===== src/logic/sphc_pkg.sv =====
// constants, states and carriers of the peak and hold chopper
`default_nettype none
package sphc_pkg;
    // ------------------------------------------------------------
    // clock and timing
    // ------------------------------------------------------------
    localparam int CLK_MHZ       = 25;
    localparam int BLANK_NS      = 3000;
    localparam int BLANK_CYC     = (BLANK_NS * CLK_MHZ + 999) / 1000;
    localparam int PEAK_MS       = 50;
    localparam int PEAK_CYC      = PEAK_MS * CLK_MHZ * 1000;
    localparam int BLINK_HZ      = 1;
    localparam int BLINK_HALF    = (CLK_MHZ * 1000000) / (2 * BLINK_HZ);
    localparam int PWM_PERIOD_NS = 40000;
    localparam int PWM_CYC       = (PWM_PERIOD_NS * CLK_MHZ) / 1000;

    // ------------------------------------------------------------
    // reference entries
    // ------------------------------------------------------------
    localparam logic [7:0] REF_PEAK_IDX   = 8'h08;
    localparam logic [7:0] REF_HOLD_IDX   = 8'h09;
    localparam logic [7:0] REF_PEAK_RESET = 8'hda;
    localparam logic [7:0] REF_HOLD_RESET = 8'hc4;
    localparam logic [6:0] I2C_ADDR_DEF   = 7'h08; // arbitrary value

    // ------------------------------------------------------------
    // states and carriers
    // ------------------------------------------------------------
    typedef enum logic [1:0] {
        PH_IDLE = 2'b00,
        PH_PEAK = 2'b01,
        PH_HOLD = 2'b10
    } sphc_phase_t;

    typedef enum logic [2:0] {
        IS_IDLE  = 3'b000,
        IS_ADDR  = 3'b001,
        IS_ACKA  = 3'b010,
        IS_IDX   = 3'b011,
        IS_ACKI  = 3'b100,
        IS_DATA  = 3'b101,
        IS_ACKD  = 3'b110
    } sphc_i2c_t;

    typedef struct packed {
        logic activity;
        logic fault;
    } sphc_ind_t;
endpackage
`default_nettype wire


===== src/logic/sphc_chopper.sv =====
// peak and hold solenoid chopper with indicators and i2c reference port
`timescale 1ns/1ps
`default_nettype none
// Notes on behaviour
// i2c target rewrites peak and hold references
// activity low when idle, high when active without fault
// fault blinks activity at one hertz
// fault output follows fault condition
// peak reference first, hold after delay
// one pulse steps peak to hold
// on-time forced high through blanking
// after blanking, high until comparator trips
// peak phase selects peak entry
// hold phase selects hold entry
// output energized only while command active
// two consecutive entries, peak then hold
// command low sleeps stage at once
// fault passes through a register
// each activation restarts with peak
// fixed period tick starts each blanking
module sphc_chopper #(
    parameter int         PEAK_CYC   = sphc_pkg::PEAK_CYC,
    parameter int         BLINK_HALF = sphc_pkg::BLINK_HALF,
    parameter int         PWM_CYC    = sphc_pkg::PWM_CYC,
    parameter logic [6:0] I2C_ADDR   = sphc_pkg::I2C_ADDR_DEF
) (
    input  wire logic          clk_sys_i,
    input  wire logic          resetn_i,
    input  wire logic          cmd_i,
    input  wire logic          fault_i,
    input  wire logic          trip_i,
    input  wire logic          scl_i,
    input  wire logic          sda_i,
    output logic               sda_o,
    output logic               sda_oe_n_o,
    output logic               drive_o,
    output logic               sleep_o,
    output logic [7:0]         ref_o,
    output logic               ref_sel_o,
    output logic               step_o,
    output logic               blank_o,
    output sphc_pkg::sphc_ind_t ind_o
);
    localparam int BLANK_CYC = sphc_pkg::BLANK_CYC;

    if (PEAK_CYC < 2 || BLINK_HALF < 2 || PWM_CYC <= BLANK_CYC) begin : g_chk
        $error("sphc_chopper: counts too small");
    end

    // ------------------------------------------------------------
    // reference store and i2c target
    // ------------------------------------------------------------
    function automatic logic [1:0] ref_slot(input logic [7:0] idx);
        ref_slot = {idx == sphc_pkg::REF_PEAK_IDX || idx == sphc_pkg::REF_HOLD_IDX,
                    idx == sphc_pkg::REF_HOLD_IDX};
    endfunction

    sphc_pkg::sphc_i2c_t ist_reg, ist_next;
    logic [7:0] ref_mem_reg [0:1];
    logic [7:0] ref_mem_next [0:1];
    logic [7:0] shift_reg, shift_next;
    logic [7:0] idx_reg, idx_next;
    logic [3:0] bit_reg, bit_next;
    logic       scl_q_reg, sda_q_reg;
    logic       scl_rise, scl_fall, i2c_start, i2c_stop;
    logic [1:0] slot;

    assign scl_rise  = scl_i & ~scl_q_reg;
    assign scl_fall  = ~scl_i & scl_q_reg;
    assign i2c_start = scl_i & scl_q_reg & sda_q_reg & ~sda_i;
    assign i2c_stop  = scl_i & scl_q_reg & ~sda_q_reg & sda_i;

    always_comb begin
        ist_next        = ist_reg;
        shift_next      = shift_reg;
        idx_next        = idx_reg;
        bit_next        = bit_reg;
        ref_mem_next[0] = ref_mem_reg[0];
        ref_mem_next[1] = ref_mem_reg[1];
        slot            = ref_slot(idx_reg);
        if (i2c_start) begin
            ist_next = sphc_pkg::IS_ADDR;
            bit_next = 4'h0;
        end else if (i2c_stop) begin
            ist_next = sphc_pkg::IS_IDLE;
        end else if (scl_rise && bit_reg != 4'h8) begin
            shift_next = {shift_reg[6:0], sda_i};
            bit_next   = bit_reg + 4'h1;
        end else if (scl_fall) begin
            case (ist_reg)
                sphc_pkg::IS_ADDR: begin
                    if (bit_reg == 4'h8) begin
                        ist_next = (shift_reg == {I2C_ADDR, 1'b0}) ? sphc_pkg::IS_ACKA : sphc_pkg::IS_IDLE;
                    end
                end
                sphc_pkg::IS_IDX: begin
                    if (bit_reg == 4'h8) begin
                        idx_next = shift_reg;
                        ist_next = sphc_pkg::IS_ACKI;
                    end
                end
                sphc_pkg::IS_DATA: begin
                    if (bit_reg == 4'h8) begin
                        if (slot[1]) begin
                            ref_mem_next[slot[0]] = shift_reg;
                        end
                        idx_next = idx_reg + 8'h01;
                        ist_next = sphc_pkg::IS_ACKD;
                    end
                end
                sphc_pkg::IS_ACKA: begin
                    ist_next = sphc_pkg::IS_IDX;
                    bit_next = 4'h0;
                end
                sphc_pkg::IS_ACKI, sphc_pkg::IS_ACKD: begin
                    ist_next = sphc_pkg::IS_DATA;
                    bit_next = 4'h0;
                end
                default: begin
                    ist_next = sphc_pkg::IS_IDLE;
                end
            endcase
        end
    end

    always_ff @(posedge clk_sys_i or negedge resetn_i) begin
        if (!resetn_i) begin
            ist_reg        <= sphc_pkg::IS_IDLE;
            ref_mem_reg[0] <= sphc_pkg::REF_PEAK_RESET;
            ref_mem_reg[1] <= sphc_pkg::REF_HOLD_RESET;
            shift_reg      <= 8'h00;
            idx_reg        <= 8'h00;
            bit_reg        <= 4'h0;
            scl_q_reg      <= 1'b1;
            sda_q_reg      <= 1'b1;
        end else begin
            ist_reg        <= ist_next;
            ref_mem_reg[0] <= ref_mem_next[0];
            ref_mem_reg[1] <= ref_mem_next[1];
            shift_reg      <= shift_next;
            idx_reg        <= idx_next;
            bit_reg        <= bit_next;
            scl_q_reg      <= scl_i;
            sda_q_reg      <= sda_i;
        end
    end

    assign sda_o      = 1'b0;
    assign sda_oe_n_o = ~(ist_reg == sphc_pkg::IS_ACKA || ist_reg == sphc_pkg::IS_ACKI ||
                          ist_reg == sphc_pkg::IS_ACKD);

    // ------------------------------------------------------------
    // peak and hold sequencing
    // ------------------------------------------------------------
    sphc_pkg::sphc_phase_t ph_reg, ph_next;
    logic [31:0] peak_reg, peak_next;
    logic        step_reg, step_next;
    logic [7:0]  ref_reg, ref_next;

    always_comb begin
        ph_next   = ph_reg;
        peak_next = peak_reg;
        step_next = 1'b0;
        case (ph_reg)
            sphc_pkg::PH_IDLE: begin
                peak_next = 32'h0;
                if (cmd_i) begin
                    ph_next = sphc_pkg::PH_PEAK;
                end
            end
            sphc_pkg::PH_PEAK: begin
                peak_next = peak_reg + 32'h1;
                if (peak_reg == 32'(PEAK_CYC - 2)) begin
                    ph_next   = sphc_pkg::PH_HOLD;
                    step_next = 1'b1;
                end
            end
            sphc_pkg::PH_HOLD: begin
                peak_next = 32'h0;
            end
            default: begin
                ph_next = sphc_pkg::PH_IDLE;
            end
        endcase
        if (!cmd_i) begin
            ph_next   = sphc_pkg::PH_IDLE;
            step_next = 1'b0;
        end
        ref_next = (ph_next == sphc_pkg::PH_HOLD) ? ref_mem_reg[1] : ref_mem_reg[0];
    end

    always_ff @(posedge clk_sys_i or negedge resetn_i) begin
        if (!resetn_i) begin
            ph_reg   <= sphc_pkg::PH_IDLE;
            peak_reg <= 32'h0;
            step_reg <= 1'b0;
            ref_reg  <= sphc_pkg::REF_PEAK_RESET;
        end else begin
            ph_reg   <= ph_next;
            peak_reg <= peak_next;
            step_reg <= step_next;
            ref_reg  <= ref_next;
        end
    end

    assign ref_o     = ref_reg;
    assign ref_sel_o = (ph_reg == sphc_pkg::PH_HOLD);
    assign step_o    = step_reg;

    // ------------------------------------------------------------
    // chopper
    // ------------------------------------------------------------
    logic [31:0] per_reg, per_next;
    logic [7:0]  blk_reg, blk_next;
    logic        on_reg, on_next;
    logic        tick;

    always_comb begin
        per_next = (!cmd_i || per_reg == 32'(PWM_CYC - 1)) ? 32'h0 : per_reg + 32'h1;
        tick     = cmd_i && per_reg == 32'h0;
        blk_next = tick ? 8'(BLANK_CYC - 1) : ((blk_reg != 8'h00) ? blk_reg - 8'h01 : 8'h00);
        if (!cmd_i) begin
            on_next = 1'b0;
        end else if (tick || blk_reg != 8'h00) begin
            on_next = 1'b1;
        end else begin
            on_next = on_reg & ~trip_i;
        end
    end

    always_ff @(posedge clk_sys_i or negedge resetn_i) begin
        if (!resetn_i) begin
            per_reg <= 32'h0;
            blk_reg <= 8'h00;
            on_reg  <= 1'b0;
        end else begin
            per_reg <= per_next;
            blk_reg <= blk_next;
            on_reg  <= on_next;
        end
    end

    assign drive_o = on_reg & cmd_i;
    assign sleep_o = ~cmd_i;
    assign blank_o = on_reg & (blk_reg != 8'h00 || per_reg == 32'(BLANK_CYC));

    // ------------------------------------------------------------
    // indicators
    // ------------------------------------------------------------
    logic        flt_reg, flt_next;
    logic [31:0] blk_cnt_reg, blk_cnt_next;
    logic        blink_reg, blink_next;
    logic        act_reg, act_next;

    always_comb begin
        flt_next     = fault_i;
        blk_cnt_next = 32'h0;
        blink_next   = 1'b0;
        if (flt_reg) begin
            blk_cnt_next = (blk_cnt_reg == 32'(BLINK_HALF - 1)) ? 32'h0 : blk_cnt_reg + 32'h1;
            blink_next   = (blk_cnt_reg == 32'(BLINK_HALF - 1)) ? ~blink_reg : blink_reg;
        end
        act_next = cmd_i & (flt_reg ? blink_next : 1'b1);
    end

    always_ff @(posedge clk_sys_i or negedge resetn_i) begin
        if (!resetn_i) begin
            flt_reg     <= 1'b0;
            blk_cnt_reg <= 32'h0;
            blink_reg   <= 1'b0;
            act_reg     <= 1'b0;
        end else begin
            flt_reg     <= flt_next;
            blk_cnt_reg <= blk_cnt_next;
            blink_reg   <= blink_next;
            act_reg     <= act_next;
        end
    end

    assign ind_o.activity = act_reg;
    assign ind_o.fault    = flt_reg;

    // ------------------------------------------------------------
    // assertions
    // ------------------------------------------------------------
    logic [31:0] on_run_reg, act_run_reg;
    always_ff @(posedge clk_sys_i or negedge resetn_i) begin
        if (!resetn_i) begin
            on_run_reg  <= 32'h0;
            act_run_reg <= 32'h0;
        end else begin
            on_run_reg  <= on_reg ? on_run_reg + 32'h1 : 32'h0;
            act_run_reg <= cmd_i ? act_run_reg + 32'h1 : 32'h0;
        end
    end
endmodule
`default_nettype wire


===== config.mk =====
export PLATFORM = sky130hd
export DESIGN_NAME = sphc_chopper
export DESIGN_NICKNAME = d
export VERILOG_FILES = /design/src/logic/sphc_pkg.sv /design/src/logic/sphc_chopper.sv
export SDC_FILE = /design/constraint.sdc
export NUM_CORES = 1
export LEC_CHECK = 0
export BUFFER_PORTS_ARGS = -buffer_cell sky130_fd_sc_hd__buf_2
export CAP_MARGIN = 5
export CORE_UTILIZATION = 50
export CTS_CLUSTER_DIAMETER = 100
export DETAILED_ROUTE_END_ITERATION = 16
export PLACE_DENSITY = 0.73
export SLEW_MARGIN = 20
export SYNTH_ARGS = -nofsm -noshare
export SYNTH_HDL_FRONTEND = slang
export SYNTH_SLANG_ARGS = --single-unit

===== constraint.sdc =====
create_clock -name clk_sys_i -period 2.2 [get_ports clk_sys_i]
set_input_delay 0.66 -clock clk_sys_i [delete_from_list [all_inputs] [get_ports clk_sys_i]]
set_output_delay 0.66 -clock clk_sys_i [all_outputs]
set_load 0.02 [all_outputs]

==> metrics.txt, run 1 <==
maximum number of pins on one net before global-route repair=62; Sw Pwr=0.00170 W; maxcap violations=0; fmax=379 MHz; Final Wtd Congestion=0.832; status=finished, violations left; pwr/cell area=742 mW/mm^2; Final min period=2.64 ns; Netlist cell types=58; gr usage total=0.212; filler cell count=1,214; Root Buffer=clkbuf_16; CTS buffer count=17; placed cell areas=0.00880 mm^2; Setup CP Type=register to output port; Reg2Reg Setup Slack=0.14 ns; final WL=15.9 mm; Slew HR=0.635; RSZ-0062 raised after global routing=true; vias in the first global route=5,931; later-pin clock latency in the skew report=0.42 ns; worst clock skew=between 0.007 and 0.008 ns; height of the chip=128 um; Synth async-reset ratio=1.00; Syn Nets=approximately 800; Worst Path Required=1.54 ns; failing checks=setup timing; switching share of total power=0.241; clock power share=0.435; WL/cell=around 14 um; H-tree Lvls=4; Setup violations, final=1; nets@finish=around 900; Yosys Warn Count=0; hpwl dp=11.1 mm; Yosys top cell by area=dfrtp_1; die width=128 um; vias after detailed routing=5,993; Lkg Pwr=4.13 nW; most frequent cells after synthesis=dfrtp_1, nor2_1, nand3_1; mapped cell area=0.00799 mm^2; sequential share of power=0.472; IO Count=24; Worst R2R Start=blk_cnt_reg[0]; Worst Max-Slew Pin Slew=0.543 ns; CP endpoint kind=output port; global-route wire length before repair=27.9 mm; Die ar.=about 0.016 mm^2; Post-synth EDFFs=0; # DRC=0; area share of the largest cell type after synthesis=0.454; Starting Density=0.520; Reg clk slew, reported paths=approximately 0.06 ns; startpoint types=register; crit path DAT=approximately 2.0 ns; #FFs+latches synth=160; detail-routed via count per cell=5.41; # clock sinks=160; Final WS setup=-0.439 ns; fin crit share=1.20; Core Region=0.0154 mm^2; most frequent cell after synthesis=dfrtp_1; Mapped Avg Cell Area=9.98 um^2; Fin Setup TNS=-0.439 ns; fin area=0.00950 mm^2; total gr overflow=0; worst hold slack=0.0776 ns; area delta synth->final=18.8%; CTS Hold Buffers Added=0; IO buf count=22; part of the Yosys area used for sequential elements=0.503; overall power=approximately 0.0070 W; Final Hold Fails=0; worst reg-to-reg path cell count=6; maximum VDD drop=0.000455 V; initial antenna violation count=0; P_int=between 0.005 and 0.006 W; Initial DRT Pass Iterations=4; Row Count=45; post-placement cell count=1,074; Comb pwr share=0.093; Worst R2R End=blk_cnt_reg[23]; antenna cells=0; CTS tree=yes; synth top area cells=dfrtp_1, nor2_1, xor2_1, dfstp_2, mux2_2; Layout Cells excl Fill=between 1,000 and 1,500; Antenna Nets Post-Route=0; clock buffer depth=2; layout cells sized above 1=0.210; final number of max-transition violations=0; Max FO, Critical Path=2; Synth Instances=801; main flop type after synthesis=dfrtp_1; worst min path class=input pin to asynchronous set/reset pin; Detailed Route Iter0 Violations=approximately 310
## routing by layer
metal / up-vias / wire length [um] / global-route usage
met5: - / 0 / 0
met4: 0 / 213 / 0.0699
met3: 19 / 435 / 0.0453
met2: 79 / 7810 / 0.347
met1: 2935 / 7450 / 0.283
li1: 2960 / - / -
## layout by cell type (no fill, tap or decap), types with 25 or more instances in the layout
cell type / synthesis / layout
nand4_1: 25 / 25
inv_1: 29 / 29
xor2_1: 49 / 49
nor4_1: 31 / 26
nor2_1: 121 / 120
xnor2_1: 40 / 40
nand2_1: 51 / 51
dfrtp_1: 145 / 145
nand3_1: 54 / 53
mux2_2: 32 / 32
buf_4: 5 / 66
## worst max-delay path by stage
stage	end	slack [ns]	depth (start not counted)	startpoint
3_3_place_gp	blank_o	-0.21	6	per_reg[20]
6_report	blank_o	-0.44	5	blk_reg[5]
5_1_grt	blank_o	-0.55	5	blk_reg[5]
2_1_floorplan	blank_o	0.02	5	per_reg[20]
3_5_place_dp	blank_o	-0.24	6	per_reg[20]
4_1_cts	blank_o	-0.48	6	per_reg[27]
## power groups by stage
stage	registers, W	clock network [W]	logic, W
6_report	0.00333	0.00307	0.000653
5_1_grt	0.00336	0.00324	0.000736
4_1_cts	0.00332	0.00313	0.000654
3_5_place_dp	0.00337	0	0.000627
3_3_place_gp	0.00336	0	0.000608
2_1_floorplan	0.00331	0	0.000408
## metrics by stage
| stage | utilization | setup slack, ns |
|---|---|---|
| floorplan | - | 0.0183 |
| global placement | 0.573 | -0.213 |
| detailed placement | 0.573 | -0.237 |
| CTS | 0.615 | -0.478 |
| global route | 0.618 | -0.550 |
| finish | 0.618 | -0.439 |
## critical path, cell delays in order (launching register included)
cell      delay [ns]
dfrtp_1         0.39
or4_4           0.58
nor2_4          0.14
nand3b_1        0.11
o21a_1          0.21
buf_6           0.13
## final cells by class
type / count / area [um^2] / share of cell area
clock inverter: 11 / 164 / 0.0173
multi-input combinational: 583 / 3770 / 0.397
timing repair buffer: 93 / 718 / 0.0756
tap: 211 / 264 / 0.0278
clock buffer: 21 / 450 / 0.0474
sequential: 160 / 4020 / 0.424
inverter: 29 / 109 / 0.0115
## cells by family (layout without fill, tap and decap cells)
| kind of cell | Yosys count | in the layout | share of synthesized area |
|---|---|---|---|
| simple gates | 380 | 380 | 0.245 |
| fa+ha+maj | 12 | 12 | 0.0188 |
| xor+xnor | 89 | 89 | 0.0976 |
| compound gates | 67 | 67 | 0.0548 |
| buf+inv | 58 | 154 | 0.0324 |
| other cells | 1 | 1 | 0.000469 |
| mux | 34 | 34 | 0.0476 |
| flops | 160 | 160 | 0.503 |
## what timing repair did
item / CTS / global route
setup endpoints to repair: 1 / 10
pin swaps: 4 / 3
setup buffers: 1 / 1
gates resized for setup: 6 / 8
No activity file was read; power rests on OpenSTA's default activity.
==> run 2: changes to the inputs <==
--- a/config.mk
+++ b/config.mk
@@ -7,10 +7,12 @@
 export LEC_CHECK = 0
 export BUFFER_PORTS_ARGS = -buffer_cell sky130_fd_sc_hd__buf_2
 export CAP_MARGIN = 5
+export CORE_ASPECT_RATIO = 0.75
 export CORE_UTILIZATION = 50
 export CTS_CLUSTER_DIAMETER = 100
 export DETAILED_ROUTE_END_ITERATION = 16
 export PLACE_DENSITY = 0.73
+export SETUP_SLACK_MARGIN = 0.3
 export SLEW_MARGIN = 20
 export SYNTH_ARGS = -nofsm -noshare
 export SYNTH_HDL_FRONTEND = slang
==> metrics.txt, run 2 (synthesis gave the netlist of run 1 again) <==
CTS tree=yes; CP Cell Sequence=nor4_4 > and4_4 > nand3_4 > nor4_4 > o21a_2 > buf_6; CTS buffer count=17; maxcap violations=0; die width=~150 um; vias after detailed routing=6,620; Final Wtd Congestion=just under 0.9; maximum number of pins on one net before global-route repair=44; IO buf count=22; Reg2Reg Setup Slack=approximately 0.080 ns; Final WS setup=-0.412 ns; layout cells sized above 1=0.379; Worst Path Required=1.54 ns; CP most frequent cell=nor4_4; most common cell after layout, fill and taps aside=dfrtp_1; failing checks=setup timing; maximum VDD drop=around 0.0006 V; IO Count=24; initial antenna violation count=0; Slew HR=0.622; total gr overflow=0; Slowest-stage cell, CP=dfrtp_1; Worst path top cell family by delay=simple AND/OR/NAND/NOR gates; final WL=19.7 mm; area delta synth->final=36.2%; worst setup path startpoint=per_reg[26]; # clock sinks=160; worst clock skew=about 0.0089 ns; Fin Setup TNS=-0.412 ns; Sw Pwr=0.00192 W; hpwl dp=11.4 mm; # DRC=0; Comb pwr share=0.115; Row Count=39; Place WS=-0.143 ns; Final min period=2.61 ns; nets@finish=around 970; vias in the first global route=approximately 6,000; final number of max-transition violations=0; Initial DRT Pass Iterations=7; utilization after layout=0.706; pwr/cell area=669 mW/mm^2; overall power=0.00729 W; P_int=0.00537 W; Final Hold Fails=0; status=finished, violations left; crit path DAT=1.95 ns; Detailed Route Iter0 Violations=457; Starting Density=0.518; Critical path buffers and inverters=1; Worst R2R End=per_reg[15]; detail-routed via count per cell=5.69; height of the chip=111 um; Core Region=0.0154 mm^2; highest-count cells in the layout ignoring fill and taps=dfrtp_1, buf_4, nor2_1; startpoint types=register; Die ar.=0.0165 mm^2; Setup violations, final=1; Max FO, Critical Path=2; fin crit share=1.19; RSZ-0062 raised after global routing=true; Worst path depth=6; fmax=383 MHz; global-route wire length before repair=30.4 mm; worst reg-to-reg path cell count=9; worst min path class=input pin to asynchronous set/reset pin; Worst Max-Slew Pin Slew=0.559 ns; CP endpoint kind=output port; Setup CP Type=register to output port; Antenna Nets Post-Route=0; Root Buffer=clkbuf_16; WL/cell=16.9 um; Reg clk slew, reported paths=0.06 ns; Lkg Pwr=4.63 nW; Worst Setup EP=blank_o; later-pin clock latency in the skew report=between 0.4 and 0.5 ns; gr usage total=0.233; clock power share=0.427; switching share of total power=0.263; clock buffer depth=2; sequential share of power=0.457; worst stage delay on the critical path=between 0.4 and 0.5 ns; Worst R2R Start=per_reg[26]; antenna cells=0; H-tree Lvls=4
[run 2: changes by cell type in the layout (fill, tap and decap cells not counted), moves of 5 or more]
cell / change
a21oi_1: -5
a21oi_2: +5
buf_4: +41
buf_6: +17
dfrtp_1: -11
dfrtp_2: +11
mux2_2: -8
mux2_4: +8
nor2_1: -50
nor2_4: +48
nor4_1: -9
nor4_4: +9
[run 2: worst min-delay path by stage]
stage                     slack [ns]  startpoint          to
after floorplan                 0.36    resetn_i     act_reg
after global placement          0.47  bit_reg[3]  bit_reg[3]
after detailed placement        0.48  bit_reg[3]  bit_reg[3]
after CTS                       0.16    resetn_i  blk_reg[0]
after global routing            0.17    resetn_i     flt_reg
final                           0.15    resetn_i     flt_reg
[run 2: worst register-to-register path, cell delays in order (launching register included)]
cell and delay (ns):
dfrtp_1 0.41, nor4_4 0.31, and4_4 0.29, nand3_4 0.09
buf_6 0.14, buf_6 0.11, o31ai_4 0.27, buf_4 0.17
buf_12 0.15, nor2_4 0.06
[run 2: power by group through the flow]
| stage | clock [W] | combinational, W | sequential [W] |
|---|---|---|---|
| floorplan | 0 | 0.000420 | 0.00331 |
| detailed placement | 0 | 0.000625 | 0.00337 |
| global route | 0.00328 | 0.000930 | 0.00336 |
| finish | 0.00311 | 0.000840 | 0.00333 |
| global placement | 0 | 0.000606 | 0.00337 |
| CTS | 0.00317 | 0.000728 | 0.00332 |
[run 2: layer usage]
metal / track usage / wire length (um)
met5: 0 / 0
met4: 0.0715 / 285
met3: 0.0475 / 891
met2: 0.354 / 9490
met1: 0.335 / 9000
[run 2: stage by stage]
| stage | instance area (um^2) | hold slack [ns] | std cells |
|---|---|---|---|
| 2_1_floorplan | 8060 | 0.364 | 801 |
| 3_3_place_gp | 8840 | 0.472 | 1068 |
| 3_5_place_dp | 8840 | 0.475 | 1068 |
| 4_1_cts | 9980 | 0.156 | 1131 |
| 5_1_grt | 10900 | 0.169 | 1164 |
| 6_report | 10900 | 0.149 | 1164 |
[run 2: repair_timing]
action	CTS	global route
pin swaps	27	57
gates cloned	3	2
hold buffers	0	0
hold endpoints to repair	0	0
gates resized for setup	70	145
buffers inserted	28	31
endpoints found under the setup margin	87	105
[run 2: final cells by class]
type / count / area [um^2]
well taps: 205 / 256
repair buffers: 155 / 1340
multi-input cells: 583 / 4520
clock inverters: 14 / 180
clock buffers: 18 / 439
flip-flops and latches: 160 / 4040
inverters: 29 / 109
fillers: 1084 / 4530
==> run 3: changes to the inputs <==
--- a/config.mk
+++ b/config.mk
@@ -8,10 +8,10 @@
 export BUFFER_PORTS_ARGS = -buffer_cell sky130_fd_sc_hd__buf_2
 export CAP_MARGIN = 5
 export CORE_ASPECT_RATIO = 0.75
-export CORE_UTILIZATION = 50
+export CORE_UTILIZATION = 60
 export CTS_CLUSTER_DIAMETER = 100
 export DETAILED_ROUTE_END_ITERATION = 16
-export PLACE_DENSITY = 0.73
+export PLACE_DENSITY = 0.84
 export SETUP_SLACK_MARGIN = 0.3
 export SLEW_MARGIN = 20
 export SYNTH_ARGS = -nofsm -noshare
==> constraint.sdc (replaced) <==
create_clock -name clk_sys_i -period 2.9 [get_ports clk_sys_i]
set_input_delay 0.87 -clock clk_sys_i [delete_from_list [all_inputs] [get_ports clk_sys_i]]
set_output_delay 0.87 -clock clk_sys_i [all_outputs]
set_load 0.02 [all_outputs]
==> metrics.txt, run 3 (synthesis gave the netlist of run 1 again) <==
status=finished clean; maximum number of pins on one net before global-route repair=58; later-pin clock latency in the skew report=~0.43 ns; worst min path class=input pin to asynchronous set/reset pin; Initial DRT Pass Iterations=6; Final min period=between 2 and 3 ns; Final WS setup=0.0140 ns; global-route wire length before repair=between 20 and 30 mm; Detailed Route Iter0 Violations=621; Setup CP Type=register to output port; WL/cell=17.8 um; layout cells sized above 1=0.164; CTS Hold Buffers Added=0; # clock sinks=160; Max FO, Critical Path=6; Reg clk slew, reported paths=about 0.070 ns; fin area=approximately 0.009 mm^2; Slew HR=0.324; placed cell areas=between 0.008 and 0.009 mm^2; Worst Max-Slew Pin Slew=just over 1 ns; most common cell after layout, fill and taps aside=dfrtp_1; Core Region=0.0130 mm^2; area delta synth->final=13.0%; maxcap violations=0; CP Cell Sequence=nor4_2 > and4_4 > nand3_4 > nor4_4 > o21a_1 > buf_4; Worst Path Required=2.03 ns; nets@finish=approximately 850; final WL=17.9 mm; worst clock skew=0.0102 ns; worst setup path startpoint=per_reg[20]; Final Wtd Congestion=0.904; Setup violations, final=0; H-tree Lvls=4; die width=135 um; antenna cells=0; CP endpoint kind=output port; fmax=347 MHz; Root Buffer=clkbuf_16; pwr/cell area=600 mW/mm^2; Die ar.=0.0138 mm^2; gr usage total=0.274; Lkg Pwr=between 3 and 4 nW; Final Hold Fails=0; initial antenna violation count=0; Antenna Nets Post-Route=0; vias after detailed routing=6,179; vias in the first global route=6,098; Worst R2R Start=ist_reg[0]; clock buffer depth=2; Worst path top cell family by delay=simple AND/OR/NAND/NOR gates; startpoint types=register; CTS tree=yes; height of the chip=between 100 and 150 um; worst stage delay on the critical path=0.45 ns; hpwl dp=about 12 mm; Slowest-stage cell, CP=dfrtp_2; final number of max-transition violations=0; IO buf count=22; highest-count cells in the layout ignoring fill and taps=dfrtp_1, nor2_1, nand3_1; CTS buffer count=17; crit path DAT=2.02 ns; RSZ-0062 raised after global routing=true; total gr overflow=0; # DRC=0; Place WS=around 0.15 ns; maximum VDD drop=0.000423 V; Starting Density=0.616; IO Count=24; Critical path buffers and inverters=1; detail-routed via count per cell=6.12; Row Count=36; fin crit share=0.995
[run 3: cell types whose count changed in the layout (fill, tap and decap cells not counted), sizes merged]
cell	change
buf	-118
bufinv	+1
inv	-3
clkinv	-1
clkinvlp	+1
[run 3: per-stage QoR]
step                hold slack [ns]  std cells  TNS, ns  power (W)  utilization
floorplan                     0.450        801        0    0.00282            -
global placement              0.469        976        0    0.00295        0.638
detailed placement            0.485        976        0    0.00300        0.638
CTS                           0.415       1010        0    0.00543        0.691
global route                  0.435       1010  -0.0561    0.00560        0.696
finish                        0.393       1010        0    0.00541        0.696
[run 3: worst reg2reg max path: cells and delay by family, from the launching register on]
kind             cells  cell delay [ns]
AND/OR/NAND/NOR      4             1.54
flip-flops           1             0.47
multiplexers         1             0.39
[run 3: final timing paths]
check | slack [ns] | to | depth (start not counted)
max reg2reg | 0.40 | ref_mem_reg[10] | 5
max in group asynchronous | 1.71 | ref_mem_reg[14] | 2
min | 0.39 | peak_reg[25] | 1
min reg2reg | 0.49 | bit_reg[3] | 1
max | 0.01 | blank_o | 6
min in group clk_sys_i | 0.49 | bit_reg[3] | 1
[run 3: what timing repair did]
action                                  in CTS  in global routing
buffers inserted                             2                  0
endpoints found under the hold margin        0                  0
endpoints found under the setup margin       1                  6
pin swaps                                    3                  1
resized for setup                            9                 10
[run 3: area by class of cell]
type                    count  area, um^2
clock buffers              20         457
clock inverters            12         184
fillers                   899        3950
inverters                  29         109
multi-input cells         583        3790
flip-flops and latches    160        4030
well taps                 171         214
repair buffers             35         241
[run 3: metal layers]
metal | vias to the layer above | track usage | part of all wire
met3 | 42 | 0.0585 | 0.050
met2 | 228 | 0.458 | 0.51
met1 | 3065 | 0.355 | 0.43
li1 | 2844 | - | -
met5 | - | 0 | 0
met4 | 0 | 0.102 | 0.015
[run 3: where the power goes]
part	internal [W]	switching (W)	leakage [nW]
combinational	0.000198	0.000244	1.42
sequential	0.00236	0.000188	2.11
clock	0.00149	0.000925	0.307
